## src/ccrb_regs.svh

```systemverilog
`ifndef CCRB_REGS_SVH
`define CCRB_REGS_SVH

// ----------------------------------------------------------------------------
// register offsets (command byte bits 6..0)
// ----------------------------------------------------------------------------
`define CCRB_OFS_COEF_SRC    7'h03
`define CCRB_OFS_FILT_COEF   7'h04
`define CCRB_OFS_OP_MODE     7'h05
`define CCRB_OFS_GAIN_GEN    7'h06
`define CCRB_OFS_ROUTING     7'h07
`define CCRB_OFS_METER_SRC   7'h08

// ----------------------------------------------------------------------------
// reset values and writable-bit masks
// ----------------------------------------------------------------------------
`define CCRB_RST_COEF_SRC    8'hFF
`define CCRB_RST_FILT_COEF   8'hBF
`define CCRB_RST_OP_MODE     8'h80
`define CCRB_RST_GAIN_GEN    8'h00
`define CCRB_RST_ROUTING     8'h00
`define CCRB_RST_METER_SRC   8'h00
`define CCRB_MSK_GAIN_GEN    8'h3F
`define CCRB_MSK_ROUTING     8'hBF
`define CCRB_MSK_FULL        8'hFF

// ----------------------------------------------------------------------------
// field positions
// ----------------------------------------------------------------------------
`define CCRB_CMD_WRITE_BIT   7
`define CCRB_MODE_PDN_BIT    7
`define CCRB_MODE_STBY_BIT   6
`define CCRB_MODE_ACT_BIT    5
`define CCRB_MODE_RAMP_BIT   4
`define CCRB_LINE_ACC_BIT    3
`define CCRB_RING_MODE_BIT   4
`define CCRB_RING_ON_BIT     2
`define CCRB_TONE2_BIT       1
`define CCRB_TONE1_BIT       0
`define CCRB_RAMP_ON_BIT     7
`define CCRB_MFILT_ON_BIT    4
`define CCRB_TDET_ON_BIT     0
`define CCRB_SHIFT_MAX       4'hB

`endif

```

## src/ccrb_pkg.sv

```systemverilog
package ccrb_pkg;

  // codec operating mode as decoded from the mode bits
  typedef enum logic [2:0] {
    CCRB_MODE_PDN,
    CCRB_MODE_STBY,
    CCRB_MODE_ACT,
    CCRB_MODE_RAMP,
    CCRB_MODE_RING
  } ccrb_mode_e;

  // line driver state field
  typedef logic [2:0] ccrb_line_t;

  // register index 0..5 for offsets 03..08
  typedef logic [2:0] ccrb_idx_t;

endpackage : ccrb_pkg

```

## src/ccrb_shift.sv

```systemverilog
`timescale 1ns/1ps
module ccrb_shift (
  input  wire logic       i_clk,
  input  wire logic       i_rst_b,
  input  wire logic       i_ce,
  input  wire logic       i_cs_b,
  input  wire logic       i_sclk,
  input  wire logic       i_sdi,
  input  wire logic       i_load,
  input  wire logic [7:0] i_load_byte,
  output logic            o_byte_vld,
  output logic [7:0]      o_byte,
  output logic            o_sdo,
  output logic            o_sdo_oe
);

  logic       sclk_q, sclk_d;
  logic [7:0] in_q, in_d, out_q, out_d;
  logic [2:0] cnt_q, cnt_d;
  logic       vld_q, vld_d, sdo_q, sdo_d, oe_q, oe_d;
  logic       rise, fall;

  // --------------------------------------------------------------------------
  // bit shifting: sample on sclk rise, present on sclk fall, msb first
  // --------------------------------------------------------------------------
  always_comb begin
    rise   = i_sclk & ~sclk_q;
    fall   = ~i_sclk & sclk_q;
    sclk_d = i_sclk;
    in_d   = in_q;
    out_d  = out_q;
    cnt_d  = cnt_q;
    vld_d  = 1'b0;
    sdo_d  = sdo_q;
    oe_d   = oe_q;
    if (i_cs_b) begin
      cnt_d = 3'h0;
      oe_d  = 1'b0;
    end else begin
      if (rise) begin
        in_d  = {in_q[6:0], i_sdi};
        cnt_d = cnt_q + 3'h1;
        vld_d = (cnt_q == 3'h7);
      end
      if (i_load) begin
        sdo_d = i_load_byte[7];
        out_d = i_load_byte;  // fall after the 8th rise re-presents the msb
        oe_d  = 1'b1;
      end else if (fall && oe_q) begin
        sdo_d = out_q[7];
        out_d = {out_q[6:0], 1'b0};
      end
    end
  end

  // register stage, frozen while clock enable is low
  always_ff @(posedge i_clk or negedge i_rst_b) begin
    if (!i_rst_b) begin
      sclk_q <= 1'b0;
      in_q   <= 8'h00;
      out_q  <= 8'h00;
      cnt_q  <= 3'h0;
      vld_q  <= 1'b0;
      sdo_q  <= 1'b0;
      oe_q   <= 1'b0;
    end else if (i_ce) begin
      sclk_q <= sclk_d;
      in_q   <= in_d;
      out_q  <= out_d;
      cnt_q  <= cnt_d;
      vld_q  <= vld_d;
      sdo_q  <= sdo_d;
      oe_q   <= oe_d;
    end
  end

  assign o_byte_vld = vld_q;
  assign o_byte     = in_q;
  assign o_sdo      = sdo_q;
  assign o_sdo_oe   = oe_q;

endmodule : ccrb_shift

```

## src/ccrb_decode.sv

```systemverilog
`timescale 1ns/1ps
`include "ccrb_regs.svh"
module ccrb_decode (
  input  wire logic [7:0]          i_op_mode,
  input  wire logic [7:0]          i_gain_gen,
  input  wire logic [7:0]          i_meter_src,
  input  wire logic                i_host_port_mode,
  input  wire logic                i_ds_access,
  input  wire ccrb_pkg::ccrb_line_t i_ds_line_state,
  output ccrb_pkg::ccrb_mode_e     o_mode,
  output logic                     o_line_access,
  output ccrb_pkg::ccrb_line_t     o_line_state,
  output logic [3:0]               o_shift
);
  import ccrb_pkg::*;

  // clamp the meter shift code: codes above 1010 all mean 1/2048
  function automatic logic [3:0] clamp_shift(input logic [3:0] code);
    clamp_shift = (code > `CCRB_SHIFT_MAX) ? `CCRB_SHIFT_MAX : code;
  endfunction : clamp_shift

  // --------------------------------------------------------------------------
  // mode, line driver and shift decode
  // --------------------------------------------------------------------------
  always_comb begin
    // power down dominates, then ring, ramp, active; none set reads as standby
    if (i_op_mode[`CCRB_MODE_PDN_BIT])
      o_mode = CCRB_MODE_PDN;
    else if (i_gain_gen[`CCRB_RING_MODE_BIT])
      o_mode = CCRB_MODE_RING;
    else if (i_op_mode[`CCRB_MODE_RAMP_BIT])
      o_mode = CCRB_MODE_RAMP;
    else if (i_op_mode[`CCRB_MODE_ACT_BIT])
      o_mode = CCRB_MODE_ACT;
    else
      o_mode = CCRB_MODE_STBY;
    // register controls the line driver only in host-port mode
    if (i_host_port_mode) begin
      o_line_access = i_op_mode[`CCRB_LINE_ACC_BIT];
      o_line_state  = i_op_mode[2:0];
    end else begin
      o_line_access = i_ds_access;
      o_line_state  = i_ds_line_state;
    end
    o_shift = clamp_shift(i_meter_src[7:4]);
  end

endmodule : ccrb_decode

```

## src/ccrb_top.sv

```systemverilog
`timescale 1ns/1ps
`include "ccrb_regs.svh"
module ccrb_top (
  input  wire logic                 i_clk,
  input  wire logic                 i_rst_b,
  input  wire logic                 i_ce,
  input  wire logic                 i_cs_b,
  input  wire logic                 i_sclk,
  input  wire logic                 i_sdi,
  input  wire logic                 i_host_port_mode,
  input  wire logic                 i_ds_access,
  input  wire ccrb_pkg::ccrb_line_t i_ds_line_state,
  output logic                      o_sdo,
  output logic                      o_sdo_oe,
  output logic [7:0]                o_coef_src,
  output logic                      o_modem_lowpass_sel,
  output logic                      o_highpass_ctl,
  output logic [5:0]                o_coef_sel_misc,
  output ccrb_pkg::ccrb_mode_e      o_codec_mode,
  output logic                      o_line_access,
  output ccrb_pkg::ccrb_line_t      o_line_state,
  output logic                      o_impedance_scale_sel,
  output logic                      o_trip_method_sel,
  output logic                      o_ring_on,
  output logic                      o_tone2_on,
  output logic                      o_tone1_on,
  output logic                      o_ramp_on,
  output logic                      o_meter_filter_shape,
  output logic                      o_meter_filter_on,
  output logic                      o_meter_ac_dc_sel,
  output logic                      o_meter_dc_dir_sel,
  output logic                      o_tone_detect_dir_sel,
  output logic                      o_tone_detect_on,
  output logic [3:0]                o_meter_shift_factor,
  output logic [3:0]                o_meter_input_sel
);
  import ccrb_pkg::*;

  // --------------------------------------------------------------------------
  // helper functions
  // --------------------------------------------------------------------------

  // true when the offset lands inside this bank
  function automatic logic in_bank(input logic [6:0] ofs);
    in_bank = (ofs >= `CCRB_OFS_COEF_SRC) && (ofs <= `CCRB_OFS_METER_SRC);
  endfunction : in_bank

  // offset to storage index
  function automatic ccrb_idx_t ofs_idx(input logic [6:0] ofs);
    logic [6:0] diff;
    diff    = ofs - `CCRB_OFS_COEF_SRC;
    ofs_idx = diff[2:0];
  endfunction : ofs_idx

  // writable bits of each register; reserved bits stay zero
  function automatic logic [7:0] wr_mask(input ccrb_idx_t idx);
    case (idx)
      3'h3:    wr_mask = `CCRB_MSK_GAIN_GEN;
      3'h4:    wr_mask = `CCRB_MSK_ROUTING;
      default: wr_mask = `CCRB_MSK_FULL;
    endcase
  endfunction : wr_mask

  // --------------------------------------------------------------------------
  // reset release through two flip-flops
  // --------------------------------------------------------------------------
  logic rst_meta_q, rst_sync_b;

  // asynchronous assert, synchronous release
  always_ff @(posedge i_clk or negedge i_rst_b) begin
    if (!i_rst_b) begin
      rst_meta_q <= 1'b0;
      rst_sync_b <= 1'b0;
    end else begin
      rst_meta_q <= 1'b1;
      rst_sync_b <= rst_meta_q;
    end
  end

  // --------------------------------------------------------------------------
  // serial host port bytes
  // --------------------------------------------------------------------------
  logic       byte_vld;
  logic [7:0] byte_in;
  logic       rd_load;
  logic [7:0] rd_byte;

  ccrb_shift u_shift (
    .i_clk       (i_clk),
    .i_rst_b     (rst_sync_b),
    .i_ce        (i_ce),
    .i_cs_b      (i_cs_b),
    .i_sclk      (i_sclk),
    .i_sdi       (i_sdi),
    .i_load      (rd_load),
    .i_load_byte (rd_byte),
    .o_byte_vld  (byte_vld),
    .o_byte      (byte_in),
    .o_sdo       (o_sdo),
    .o_sdo_oe    (o_sdo_oe)
  );

  // --------------------------------------------------------------------------
  // command sequencer: command byte, then one data byte in or out
  // --------------------------------------------------------------------------
  typedef enum logic [1:0] {
    CCRB_ST_CMD,
    CCRB_ST_WDATA,
    CCRB_ST_RDATA
  } ccrb_state_e;

  ccrb_state_e st_q, st_d;
  logic [6:0]  ofs_q, ofs_d;
  logic [7:0]  regs_q [6];
  logic [7:0]  regs_d [6];
  logic        wr_hit;
  ccrb_idx_t   wr_idx;
  logic [7:0]  wr_val;

  // next state and read load
  always_comb begin
    st_d    = st_q;
    ofs_d   = ofs_q;
    rd_load = 1'b0;
    rd_byte = 8'h00;
    wr_hit  = 1'b0;
    wr_idx  = ofs_idx(ofs_q);
    wr_val  = byte_in & wr_mask(ofs_idx(ofs_q));
    if (i_cs_b) begin
      st_d = CCRB_ST_CMD;
    end else begin
      case (st_q)
        CCRB_ST_CMD: begin
          if (byte_vld) begin
            ofs_d = byte_in[6:0];
            if (byte_in[`CCRB_CMD_WRITE_BIT]) begin
              st_d = CCRB_ST_WDATA;
            end else begin
              st_d    = CCRB_ST_RDATA;
              rd_load = i_ce;
              // unmapped offsets answer zero
              if (in_bank(byte_in[6:0]))
                rd_byte = regs_q[ofs_idx(byte_in[6:0])];
            end
          end
        end
        CCRB_ST_WDATA: begin
          if (byte_vld) begin
            wr_hit = in_bank(ofs_q) && i_ce;
            st_d   = CCRB_ST_CMD;
          end
        end
        CCRB_ST_RDATA: begin
          if (byte_vld)
            st_d = CCRB_ST_CMD;
        end
        default: st_d = CCRB_ST_CMD;
      endcase
    end
  end

  // sequencer registers
  always_ff @(posedge i_clk or negedge rst_sync_b) begin
    if (!rst_sync_b) begin
      st_q  <= CCRB_ST_CMD;
      ofs_q <= 7'h00;
    end else if (i_ce) begin
      st_q  <= st_d;
      ofs_q <= ofs_d;
    end
  end

  // --------------------------------------------------------------------------
  // configuration storage
  // --------------------------------------------------------------------------
  // write the addressed register with reserved bits forced low
  always_comb begin
    for (int i = 0; i < 6; i++)
      regs_d[i] = regs_q[i];
    if (wr_hit)
      regs_d[wr_idx] = wr_val;
  end

  // storage flops with documented reset values
  always_ff @(posedge i_clk or negedge rst_sync_b) begin
    if (!rst_sync_b) begin
      regs_q[0] <= `CCRB_RST_COEF_SRC;
      regs_q[1] <= `CCRB_RST_FILT_COEF;
      regs_q[2] <= `CCRB_RST_OP_MODE;
      regs_q[3] <= `CCRB_RST_GAIN_GEN;
      regs_q[4] <= `CCRB_RST_ROUTING;
      regs_q[5] <= `CCRB_RST_METER_SRC;
    end else if (i_ce) begin
      for (int i = 0; i < 6; i++)
        regs_q[i] <= regs_d[i];
    end
  end

  logic [7:0] r_coef, r_filt, r_mode, r_gain, r_rout, r_meter;
  assign r_coef  = regs_q[0];
  assign r_filt  = regs_q[1];
  assign r_mode  = regs_q[2];
  assign r_gain  = regs_q[3];
  assign r_rout  = regs_q[4];
  assign r_meter = regs_q[5];

  // --------------------------------------------------------------------------
  // decode and output registers
  // --------------------------------------------------------------------------
  ccrb_mode_e mode_c;
  logic       acc_c;
  ccrb_line_t line_c;
  logic [3:0] shift_c;

  ccrb_decode u_decode (
    .i_op_mode        (r_mode),
    .i_gain_gen       (r_gain),
    .i_meter_src      (r_meter),
    .i_host_port_mode (i_host_port_mode),
    .i_ds_access      (i_ds_access),
    .i_ds_line_state  (i_ds_line_state),
    .o_mode           (mode_c),
    .o_line_access    (acc_c),
    .o_line_state     (line_c),
    .o_shift          (shift_c)
  );

  logic [7:0] coef_q, coef_d;
  logic       lp_q, lp_d, hp_q, hp_d;
  logic [5:0] misc_q, misc_d;
  ccrb_mode_e mode_q, mode_d;
  logic       acc_q, acc_d;
  ccrb_line_t line_q, line_d;
  logic [3:0] gen_q, gen_d;
  logic [8:0] rout_q, rout_d;
  logic [3:0] shift_q, shift_d;
  logic [3:0] msel_q, msel_d;

  // spread register fields onto the steering outputs
  always_comb begin
    coef_d  = r_coef;
    lp_d    = r_filt[7];
    hp_d    = r_filt[6];
    misc_d  = r_filt[5:0];
    mode_d  = mode_c;
    acc_d   = acc_c;
    line_d  = line_c;
    gen_d   = {r_gain[5], r_gain[3], r_gain[`CCRB_RING_ON_BIT],
               r_gain[`CCRB_TONE2_BIT]};
    rout_d  = {r_gain[`CCRB_TONE1_BIT], r_rout[`CCRB_RAMP_ON_BIT],
               r_rout[5:0], 1'b0};
    shift_d = shift_c;
    msel_d  = r_meter[3:0];
  end

  // output flops
  always_ff @(posedge i_clk or negedge rst_sync_b) begin
    if (!rst_sync_b) begin
      coef_q  <= `CCRB_RST_COEF_SRC;
      lp_q    <= 1'b1;
      hp_q    <= 1'b0;
      misc_q  <= 6'h3F;
      mode_q  <= CCRB_MODE_PDN;
      acc_q   <= 1'b0;
      line_q  <= 3'h0;
      gen_q   <= 4'h0;
      rout_q  <= 9'h000;
      shift_q <= 4'h0;
      msel_q  <= 4'h0;
    end else if (i_ce) begin
      coef_q  <= coef_d;
      lp_q    <= lp_d;
      hp_q    <= hp_d;
      misc_q  <= misc_d;
      mode_q  <= mode_d;
      acc_q   <= acc_d;
      line_q  <= line_d;
      gen_q   <= gen_d;
      rout_q  <= rout_d;
      shift_q <= shift_d;
      msel_q  <= msel_d;
    end
  end

  assign o_coef_src            = coef_q;
  assign o_modem_lowpass_sel   = lp_q;
  assign o_highpass_ctl        = hp_q;
  assign o_coef_sel_misc       = misc_q;
  assign o_codec_mode          = mode_q;
  assign o_line_access         = acc_q;
  assign o_line_state          = line_q;
  assign o_impedance_scale_sel = gen_q[3];
  assign o_trip_method_sel     = gen_q[2];
  assign o_ring_on             = gen_q[1];
  assign o_tone2_on            = gen_q[0];
  assign o_tone1_on            = rout_q[8];
  assign o_ramp_on             = rout_q[7];
  assign o_meter_filter_shape  = rout_q[6];
  assign o_meter_filter_on     = rout_q[5];
  assign o_meter_ac_dc_sel     = rout_q[4];
  assign o_meter_dc_dir_sel    = rout_q[3];
  assign o_tone_detect_dir_sel = rout_q[2];
  assign o_tone_detect_on      = rout_q[1];
  assign o_meter_shift_factor  = shift_q;
  assign o_meter_input_sel     = msel_q;

  // --------------------------------------------------------------------------
  // checks
  // --------------------------------------------------------------------------
  logic rd_msb;
  assign rd_msb = rd_byte[7];

  write_takes_a: assert property (@(posedge i_clk) disable iff (!rst_sync_b)
    wr_hit |=> regs_q[$past(wr_idx)] == $past(wr_val))
    else $error("register write not stored");

  reserved_zero_a: assert property (@(posedge i_clk) disable iff (!rst_sync_b)
    (r_gain[7:6] == 2'b00) && (r_rout[6] == 1'b0))
    else $error("reserved bit set");

  reset_values_a: assert property (@(posedge i_clk)
    $rose(rst_sync_b) |-> (r_coef == 8'hFF) && (r_filt == 8'hBF)
                          && (r_mode == 8'h80) && (r_gain == 8'h00))
    else $error("wrong reset value");

  line_ctl_a: assert property (@(posedge i_clk) disable iff (!rst_sync_b)
    (i_ce && !i_host_port_mode) |=> o_line_access == $past(i_ds_access)
                                    && o_line_state == $past(i_ds_line_state))
    else $error("line control not from downstream byte");

  shift_clamp_a: assert property (@(posedge i_clk) disable iff (!rst_sync_b)
    (i_ce && r_meter[7:4] >= 4'hB) |=> o_meter_shift_factor == 4'hB)
    else $error("meter shift not clamped");

  power_down_a: assert property (@(posedge i_clk) disable iff (!rst_sync_b)
    (i_ce && r_mode[7]) |=> o_codec_mode == CCRB_MODE_PDN)
    else $error("power down not applied");

  tone_enable_a: assert property (@(posedge i_clk) disable iff (!rst_sync_b)
    i_ce |=> o_tone1_on == $past(r_gain[0]) && o_tone2_on == $past(r_gain[1]))
    else $error("tone enable mismatch");

  read_answer_a: assert property (@(posedge i_clk) disable iff (!rst_sync_b)
    rd_load |=> o_sdo_oe && (o_sdo == $past(rd_msb)))
    else $error("read data not presented");

  ramp_route_a: assert property (@(posedge i_clk) disable iff (!rst_sync_b)
    i_ce |=> o_ramp_on == $past(r_rout[7]))
    else $error("ramp generator enable mismatch");

endmodule : ccrb_top

```

## config.mk

```make
export PLATFORM = sky130hd
export DESIGN_NAME = ccrb_top
export DESIGN_NICKNAME = d
export VERILOG_FILES = /design/src/ccrb_pkg.sv /design/src/ccrb_shift.sv /design/src/ccrb_decode.sv /design/src/ccrb_top.sv
export VERILOG_INCLUDE_DIRS = /design/src
export SDC_FILE = /design/constraint.sdc
export NUM_CORES = 1
export LEC_CHECK = 0
export ABC_AREA = 1
export BUFFER_PORTS_ARGS = -buffer_cell sky130_fd_sc_hd__buf_2
export CAP_MARGIN = 20
export CELL_PAD_IN_SITES_DETAIL_PLACEMENT = 0
export CELL_PAD_IN_SITES_GLOBAL_PLACEMENT = 2
export CORE_ASPECT_RATIO = 0.8
export CORE_UTILIZATION = 38
export CTS_CLUSTER_DIAMETER = 60
export CTS_CLUSTER_SIZE = 8
export DETAILED_ROUTE_END_ITERATION = 16
export PLACE_DENSITY_LB_ADDON = 0.1
export SETUP_SLACK_MARGIN = 0.02
export SYNTH_ARGS = -nofsm -noshare
export SYNTH_HDL_FRONTEND = slang
export SYNTH_SLANG_ARGS = --single-unit
```

## constraint.sdc

```tcl
create_clock -name i_clk -period 7.8 [get_ports i_clk]
set_input_delay 1.17 -clock i_clk [delete_from_list [all_inputs] [get_ports i_clk]]
set_output_delay 1.17 -clock i_clk [all_outputs]
set_load 0.1 [all_outputs]
```

==> impl_metrics.env, run 1 <==
export IMPL_status="finished clean"
export IMPL_tns_ns=0
export IMPL_hold_buffers=0
export IMPL_synth_edf_count=0
export IMPL_max_slew_margin_rel_pct=39.45
export IMPL_route_vias_total=4684
export IMPL_switching_share_pct=30.82
export IMPL_hp_class="flip-flop to flip-flop"
export IMPL_max_freq_mhz=334.3
export IMPL_path_clk_slew_ns=0.05
export IMPL_ys_seq_area_share_pct=55.55
export IMPL_place_hpwl_um=9897
export IMPL_layout_common_cells="nand2_1, dfrtp_1, nand3_1"
export IMPL_pre_cts_slack_ns=4.400
export IMPL_crit_fanout=54
export IMPL_syn_nets=734
export IMPL_worst_pin_slew_ns=0.9082
export IMPL_antenna_left=0
export IMPL_dr_first_iter_drc_count=324
export IMPL_initial_core_util_pct=39.47
export IMPL_switchingPower_uw=562.7
export IMPL_clkPwrFrac_pct=44.5
export IMPL_grt_pass1_wl_um=24410
export IMPL_cts_root_buf="clkbuf_16"
export IMPL_setup_viol=0
export IMPL_die_w_um=138.9
export IMPL_power_uw=1826
export IMPL_die_area_um2=15500
export IMPL_ios=56
export IMPL_avgSynthCellArea_um2=7.995
export IMPL_synth_flop_cell="dfrtp_1"
export IMPL_nFillCells=1445
export IMPL_grt_pass1_vias=4632
export IMPL_grt_max_degree=73
export IMPL_syn_inst=713
export IMPL_postCtsSetupBuffers=0
export IMPL_num_rows=39
export IMPL_finalCriticalPeriod_ns=2.991
export IMPL_setup_slack_ns=4.809
export IMPL_synthArstFlopShare_pct=100.0
export IMPL_track_usage_pct=20.45
export IMPL_r2r_cells=9
export IMPL_drt_pass1_iter_count=13
export IMPL_pwr_share_seq_pct=40.3
export IMPL_endpoint_kind="flip-flop"
export IMPL_layout_commonest_cell="nand2_1"
export IMPL_clk_path_buf_depth=2
export IMPL_crit_type="primary input to flip-flop"
export IMPL_synth_cell_types=27
export IMPL_rsz0062_at_grt="false"
export IMPL_vias_per_cell=4.889
export IMPL_p_int_uw=1263
export IMPL_max_cap_viol_count=0
export IMPL_finalCritPeriodShare_pct=38.35
export IMPL_io_buffers=55
export IMPL_comb_power_share_pct=15.3
export IMPL_clkSinkCount=125
export IMPL_cts_made_buffers=17
export IMPL_reg2reg_slack_ns=4.90
export IMPL_finalNetCount=782
export IMPL_netlist_top_cells_area="dfrtp_1, nand2_1, dfstp_2"
export IMPL_ir_drop_mv=0.1555
export IMPL_gp_congestion=0.8260
export IMPL_wl_per_cell_um=15.35
export IMPL_grt_overflow_total=0
export IMPL_endpoint="r_gain[6]$_DFFE_PN0P_"
export IMPL_ys_ff_latch=125
export IMPL_wl_um=14710
export IMPL_drive_gt1_share_pct=16.80
export IMPL_worstSetupStartpoint="i_ce"
export IMPL_cellPowerDensity_nw_per_um2=271.2
export IMPL_r2r_end="u_shift.out_q[2]$_DFFE_PN0P_"
export IMPL_cts_tree="done"
export IMPL_cp_start_kind="primary input"
export IMPL_drc_errors=0
export IMPL_area_growth_pct=18.11
export IMPL_required_ns=8.10
export IMPL_synth_top_area_share_pct=41.26
export IMPL_cellLeakagePower_uw=0.003543
export IMPL_htreeDepth=4
export IMPL_coreArea_um2=14440
export IMPL_finalMaxSlewViolations=0
export IMPL_antenna_found_initial=0
export IMPL_syn_cell_area_um2=5700
export IMPL_synth_top_cell_by_area="dfrtp_1"
export IMPL_cts_resized=0
export IMPL_r2r_start="u_shift.o_byte[0]$_DFFE_PN0P_"
export IMPL_antennaDiodeCount=0
export IMPL_die_h_um=111.6
export IMPL_clock_latency_ns=0.42
export IMPL_finalHoldViolCount=0
export IMPL_multiInputGateArea_um2=2277
export IMPL_synth_warnings=0
export IMPL_fin_worst_skew_ns=0.009676
export IMPL_seqCellArea_um2=3171
export IMPL_arrival_ns=3.29
cell type report:
| type | count | share of cell area (%) |
|---|---|---|
| Multi-Input combinational cell | 524 | 33.82 |
| Tap cell | 184 | 3.419 |
| Clock inverter | 7 | 1.096 |
| Timing Repair Buffer | 59 | 4.534 |
| Clock buffer | 25 | 8.140 |
| Inverter | 34 | 1.896 |
| Sequential cell | 125 | 47.09 |
critical path, cell delays in order:
cell and delay [ns]:
buf_2 0.60, nand2_2 0.15, nor2_1 0.12, nand2_1 0.09, nor3_4 0.11, buf_4 0.48
nand2_1 0.33, nand2_1 0.14, nand2_1 0.06
power by group through the flow:
stage / Combinational [uW] / Sequential (uW) / Clock (uW)
after floorplan: 189 / 737 / 0
after global placement: 274 / 745 / 0
after detailed placement: 277 / 746 / 0
after CTS: 279 / 735 / 826
after global routing: 310 / 739 / 857
final: 279 / 735 / 812
worst min-delay path by stage:
stage / cells past startpoint / startpoint / end / slack (ns)
after CTS: 0 / rst_meta_q$_DFF_PN0_ / rst_sync_b$_DFF_PN0_ / 0.36
after floorplan: 0 / rst_meta_q$_DFF_PN0_ / rst_sync_b$_DFF_PN0_ / 0.33
final: 0 / rst_meta_q$_DFF_PN0_ / rst_sync_b$_DFF_PN0_ / 0.36
after global routing: 0 / rst_meta_q$_DFF_PN0_ / rst_sync_b$_DFF_PN0_ / 0.37
after detailed placement: 0 / rst_meta_q$_DFF_PN0_ / rst_sync_b$_DFF_PN0_ / 0.34
after global placement: 0 / rst_meta_q$_DFF_PN0_ / rst_sync_b$_DFF_PN0_ / 0.34
synthesized netlist by cell type, drive strengths merged, types with 2 or more instances:
cell      n
clkbuf   16
ha       10
a21oi    23
buf      14
nor2     45
inv      32
o21ai    29
nor3      3
dfstp    31
dfrtp    94
nand3    78
a22o      2
nand2   327
clkinv    2
logic make-up (layout without fill, tap and decap cells):
family / Yosys count / after routing / synth area share, %
compound gates: 57 / 57 / 5.246
fa+ha+maj: 10 / 10 / 2.195
flops: 125 / 125 / 55.55
simple gates: 454 / 454 / 32.13
other cells: 1 / 1 / 0.06578
buf+inv: 64 / 125 / 4.500
xor+xnor: 2 / 2 / 0.3073
per-stage QoR:
step / utilization, % / hold WS [ns] / cell area (um^2) / cells
floorplan: - / 0.3312 / 5700 / 713
global route: 46.61 / 0.3665 / 6733 / 958
detailed placement: 42.31 / 0.3442 / 6111 / 926
global placement: 42.31 / 0.3450 / 6111 / 926
CTS: 46.61 / 0.3598 / 6733 / 958
finish: 46.61 / 0.3550 / 6733 / 958
metal layers:
metal	vias up	track usage [%]	routed length [um]
li1	2353	-	-
met1	2240	29.04	7583
met2	75	31.41	6529
met3	16	3.785	377
met5	-	0	0
met4	0	7.111	219
(Power assumes the default switching activity.)
==> inputs of run 2 (changes only) <==
--- a/config.mk
+++ b/config.mk
@@ -12,7 +12,7 @@
 export CELL_PAD_IN_SITES_DETAIL_PLACEMENT = 0
 export CELL_PAD_IN_SITES_GLOBAL_PLACEMENT = 2
 export CORE_ASPECT_RATIO = 0.8
-export CORE_UTILIZATION = 38
+export CORE_UTILIZATION = 32
 export CTS_CLUSTER_DIAMETER = 60
 export CTS_CLUSTER_SIZE = 8
 export DETAILED_ROUTE_END_ITERATION = 16
==> constraint.sdc (replaced) <==
create_clock -name i_clk -period 2.6 [get_ports i_clk]
set_input_delay 0.39 -clock i_clk [delete_from_list [all_inputs] [get_ports i_clk]]
set_output_delay 0.39 -clock i_clk [all_outputs]
set_load 0.1 [all_outputs]
==> impl_metrics.env, run 2 (synthesis results as in run 1) <==
export IMPL_status="finished clean"
export IMPL_area_growth_pct=21.97
export IMPL_gp_congestion=0.7925
export IMPL_grt_overflow_total=0
export IMPL_cp_slowest_cell="nor3_4"
export IMPL_layout_commonest_cell="nand2_1"
export IMPL_io_buffers=55
export IMPL_grt_max_degree=45
export IMPL_route_vias_total=4796
export IMPL_setup_viol=0
export IMPL_die_w_um=151.2
export IMPL_worst_path_largest_cell_delay_ns=0.53
export IMPL_hp_class="primary input to flip-flop"
export IMPL_critPathTopFamily="simple AND/OR/NAND/NOR gates"
export IMPL_arrival_ns=2.73
export IMPL_required_ns=2.91
export IMPL_die_area_um2=18360
export IMPL_tns_ns=0
export IMPL_clkSinkCount=125
export IMPL_worst_pin_slew_ns=0.8171
export IMPL_finalHoldViolCount=0
export IMPL_cp_start_kind="flip-flop"
export IMPL_power_uw=5684
export IMPL_finalNonFillerCells=1014
export IMPL_dr_first_iter_drc_count=300
export IMPL_crit_type="flip-flop to flip-flop"
export IMPL_drc_errors=0
export IMPL_antenna_left=0
export IMPL_clock_latency_ns=0.42
export IMPL_finalCritPeriodShare_pct=92.85
export IMPL_cts_made_buffers=17
export IMPL_coreArea_um2=17380
export IMPL_layout_common_cells="nand2_1, dfrtp_1, nand3_1"
export IMPL_vias_per_cell=4.730
export IMPL_setup_slack_ns=0.1860
export IMPL_htreeDepth=4
export IMPL_grt_pass1_wl_um=25610
export IMPL_rsz0062_at_grt="false"
export IMPL_drive_gt1_share_pct=18.38
export IMPL_fin_worst_skew_ns=0.007648
export IMPL_grt_pass1_vias=4621
export IMPL_ios=56
export IMPL_wl_um=16010
export IMPL_max_freq_mhz=414.2
export IMPL_die_h_um=121.4
export IMPL_cp_num_buf_inv=2
export IMPL_antenna_found_initial=0
export IMPL_antennaDiodeCount=0
export IMPL_wl_per_cell_um=15.79
export IMPL_path_clk_slew_ns=0.06
export IMPL_finalMaxSlewViolations=0
export IMPL_pre_cts_slack_ns=0.01737
export IMPL_initial_core_util_pct=32.80
export IMPL_cts_root_buf="clkbuf_16"
export IMPL_finalNetCount=797
export IMPL_cellPowerDensity_nw_per_um2=817.5
export IMPL_crit_fanout=29
export IMPL_path_cells="inv_1 -> ha_1 -> nand2_1 -> nor2_1 -> nand2_1 -> nor3_4 -> buf_4 -> nand2_1 -> nand2_1 -> nand2_1"
export IMPL_max_cap_viol_count=0
export IMPL_track_usage_pct=19.05
export IMPL_max_slew_margin_rel_pct=45.23
export IMPL_cts_tree="done"
export IMPL_place_inst=980
export IMPL_postCtsSetupBuffers=0
export IMPL_drt_pass1_iter_count=5
export IMPL_whs_ns=0.2121
export IMPL_cpMostUsedCell="nand2_1"
export IMPL_endpoint_kind="flip-flop"
export IMPL_ir_drop_mv=0.4684
export IMPL_finalCriticalPeriod_ns=2.414
export IMPL_num_rows=43
export IMPL_place_hpwl_um=11110
export IMPL_cts_resized=0
export IMPL_cellLeakagePower_uw=0.003650
export IMPL_clk_path_buf_depth=2
run 2: cell count changes in the layout (fill, tap and decap cells not counted), sizes merged:
cell,previous run,this run
buf,59,72
clkbuf,25,21
clkinv,4,8
clkinvlp,4,1
inv,32,34
bufinv,1,2
dlygate4sd3,0,1
nor3,3,4
run 2: worst paths after layout:
path	end	slack, ns	depth (start not counted)	start
max	r_rout[3]$_DFFE_PN0P_	0.19	10	st_q[1]$_DFFE_PN0P_
min	u_shift.sclk_q$_DFFE_PN0P_	0.21	3	i_sclk
max reg2reg	r_rout[3]$_DFFE_PN0P_	0.19	10	st_q[1]$_DFFE_PN0P_
min reg2reg	rout_q[4]$_DFFE_PN0P_	0.26	0	rst_sync_b$_DFF_PN0_
max in group asynchronous	r_mode[7]$_DFFE_PN1P_	1.65	1	rst_sync_b$_DFF_PN0_
min in group asynchronous	rout_q[4]$_DFFE_PN0P_	0.26	0	rst_sync_b$_DFF_PN0_
run 2: worst reg2reg max path, stage by stage (launching register included):
cell,delay [ns]
dfrtp_1,0.36
inv_1,0.10
ha_1,0.15
nand2_1,0.05
nor2_1,0.09
nand2_1,0.15
nor3_4,0.53
buf_4,0.41
nand2_1,0.28
nand2_1,0.14
nand2_1,0.06
run 2: what timing repair did:
action                                  in CTS  in global routing
hold buffers                                 1                  0
endpoints found under the setup margin       3                  0
hold endpoints to repair                     2                  0
run 2: report_power, final:
| group | total (uW) | leakage, uW | switching (uW) | internal, uW |
|---|---|---|---|---|
| Combinational | 932 | 0.00177 | 677 | 256 |
| Clock | 2570 | 0.000320 | 923 | 1640 |
| Sequential | 2190 | 0.00156 | 157 | 2030 |
run 2: cell type report:
class / instances / area [um^2]
clock buffer: 21 / 525.5
clock inverter: 11 / 122.6
fill: 1801 / 10430
timing repair buffer: 73 / 437.9
inverter: 34 / 127.6
multi-input combinational: 525 / 2287
sequential: 125 / 3171
tap: 225 / 281.5
run 2: metal layers:
| metal | track usage (%) | part of all wire [%] |
|---|---|---|
| met1 | 25.74 | 48 |
| met2 | 29.57 | 46 |
| met3 | 4.511 | 3.7 |
| met4 | 6.875 | 1.9 |
| met5 | 0 | 0 |
run 2: through the flow:
stage               area [um^2]  util (%)
floorplan                  5702         -
global placement           6285     36.17
detailed placement         6285     36.17
CTS                        6953     40.01
global route               6953     40.01
finish                     6953     40.01
==> inputs of run 3 (changes only) <==
--- a/config.mk
+++ b/config.mk
@@ -12,11 +12,12 @@
 export CELL_PAD_IN_SITES_DETAIL_PLACEMENT = 0
 export CELL_PAD_IN_SITES_GLOBAL_PLACEMENT = 2
 export CORE_ASPECT_RATIO = 0.8
+export CORE_MARGIN = 2
 export CORE_UTILIZATION = 32
 export CTS_CLUSTER_DIAMETER = 60
 export CTS_CLUSTER_SIZE = 8
 export DETAILED_ROUTE_END_ITERATION = 16
-export PLACE_DENSITY_LB_ADDON = 0.1
+export PLACE_DENSITY_LB_ADDON = 0.05
 export SETUP_SLACK_MARGIN = 0.02
 export SYNTH_ARGS = -nofsm -noshare
 export SYNTH_HDL_FRONTEND = slang
==> impl_metrics.env, run 3 (synthesis results as in run 1) <==
export IMPL_tns_ns=0
export IMPL_wl_per_cell_um=15.99
export IMPL_max_cap_viol_count=0
export IMPL_clkSinkCount=125
export IMPL_power_uw=5531
export IMPL_track_usage_pct=18.32
export IMPL_rsz0062_at_grt="false"
export IMPL_required_ns=2.95
export IMPL_clkPwrFrac_pct=43.4
export IMPL_cellLeakagePower_uw=0.003642
export IMPL_endpoint_kind="flip-flop"
export IMPL_p_int_uw=3842
export IMPL_die_area_um2=18900
export IMPL_initial_core_util_pct=32.80
export IMPL_reg2reg_slack_ns=0.43
export IMPL_finalNetCount=801
export IMPL_cts_made_buffers=17
export IMPL_drt_pass1_iter_count=4
export IMPL_area_growth_pct=21.69
export IMPL_fin_worst_skew_ns=0.009390
export IMPL_max_slew_margin_rel_pct=54.44
export IMPL_grtUsageMet3_pct=3.225
export IMPL_crit_fanout=37
export IMPL_cp_start_kind="flip-flop"
export IMPL_worst_pin_slew_ns=0.6809
export IMPL_clock_latency_ns=0.42
export IMPL_cts_root_buf="clkbuf_16"
export IMPL_grt_pass1_wl_um=26150
export IMPL_switchingPower_uw=1689
export IMPL_gp_congestion=0.8402
export IMPL_met2_usage_pct=27.65
export IMPL_top_usage_layer="met2"
export IMPL_met1_usage_pct=26.51
export IMPL_place_hpwl_um=11370
export IMPL_dr_first_iter_drc_count=334
export IMPL_clk_path_buf_depth=2
export IMPL_status="finished clean"
export IMPL_comb_power_share_pct=16.8
export IMPL_setup_viol=0
export IMPL_num_rows=43
export IMPL_finalHoldViolCount=0
export IMPL_max_freq_mhz=461.9
export IMPL_crit_type="flip-flop to flip-flop"
export IMPL_finalMaxSlewViolations=0
export IMPL_grt_overflow_total=0
export IMPL_switching_share_pct=30.54
export IMPL_pwr_share_seq_pct=39.8
export IMPL_die_w_um=153.2
export IMPL_drive_gt1_share_pct=18.03
export IMPL_hp_class="primary input to flip-flop"
export IMPL_die_h_um=123.4
export IMPL_cts_resized=0
export IMPL_coreArea_um2=17380
export IMPL_arrival_ns=2.52
export IMPL_finalCriticalPeriod_ns=2.165
export IMPL_vias_per_cell=4.604
export IMPL_layout_common_cells="nand2_1, dfrtp_1, nand3_1"
export IMPL_io_buffers=55
export IMPL_grt_pass1_vias=4672
export IMPL_ios=56
export IMPL_antennaDiodeCount=0
export IMPL_cts_tree="done"
export IMPL_antenna_left=0
export IMPL_antenna_found_initial=0
export IMPL_route_vias_total=4687
export IMPL_finalCritPeriodShare_pct=83.27
export IMPL_drc_errors=0
export IMPL_ir_drop_mv=0.4125
export IMPL_htreeDepth=4
export IMPL_wl_um=16280
export IMPL_layout_commonest_cell="nand2_1"
export IMPL_path_clk_slew_ns=0.05
export IMPL_cellPowerDensity_nw_per_um2=797.3
export IMPL_grt_max_degree=50
## run 3: power groups by stage
stage,logic [uW],clock network (uW),registers [uW]
3_3_place_gp,922,0,2230
5_1_grt,1040,2550,2220
2_1_floorplan,566,0,2210
3_5_place_dp,924,0,2240
6_report,927,2400,2200
4_1_cts,930,2470,2210
## run 3: area by class of cell
cell class	count	area, um^2
fillers	1818	10440
flip-flops and latches	125	3171
multi-input cells	524	2277
repair buffers	78	488.0
clock buffers	25	475.5
well taps	225	281.5
inverters	34	127.6
clock inverters	7	116.4
## run 3: per-stage QoR
| step | utilization (%) | hold WS [ns] | instance area (um^2) | cells | setup WS (ns) |
|---|---|---|---|---|---|
| global placement | 36.17 | 0.1738 | 6285 | 980 | 0.1067 |
| global route | 39.92 | 0.2549 | 6937 | 1018 | 0.2501 |
| detailed placement | 36.17 | 0.1773 | 6285 | 980 | 0.009790 |
| finish | 39.92 | 0.2130 | 6937 | 1018 | 0.4350 |
| floorplan | - | 0.09441 | 5702 | 713 | 0.4133 |
| CTS | 39.63 | 0.1960 | 6887 | 1013 | 0.05603 |
## run 3: layer usage
| layer | share of wire [%] | wire, um | vias to the layer above |
|---|---|---|---|
| li1 | - | - | 2391 |
| met1 | 51 | 8289 | 2190 |
| met2 | 43 | 7045 | 88 |
| met3 | 4.3 | 698 | 18 |
| met4 | 1.5 | 242 | 0 |
| met5 | 0 | 0 | - |
## run 3: final timing paths
kind / startpoint / end / depth (start not counted)
hold reg to reg: rst_sync_b$_DFF_PN0_ / u_shift.out_q[4]$_DFFE_PN0P_ / 0
hold / removal: i_sclk / u_shift.sclk_q$_DFFE_PN0P_ / 3
setup reg to reg: ofs_q[0]$_DFFE_PN0P_ / r_gain[5]$_DFFE_PN0P_ / 9
setup / recovery: ofs_q[0]$_DFFE_PN0P_ / r_gain[5]$_DFFE_PN0P_ / 9
min in group asynchronous: i_rst_b / rst_sync_b$_DFF_PN0_ / 2
max in group asynchronous: rst_sync_b$_DFF_PN0_ / o_coef_src[2]$_DFFE_PN1P_ / 1
## run 3: timing repair
action | 4_1_cts | 5_1_grt
hold buffers | 1 | 0
setup endpoints to repair | 2 | 32
hold endpoints to repair | 2 | 0
setup buffers | 0 | 5
pin swaps | 1 | 1
## run 3: worst max-delay path: stages (launching register included)
cell	delay, ns
dfrtp_1	0.47
clkinv_1	0.24
ha_1	0.26
a21oi_1	0.24
nor3_4	0.06
buf_12	0.15
buf_4	0.24
nand2_1	0.27
nand2_1	0.09
nand2_1	0.07
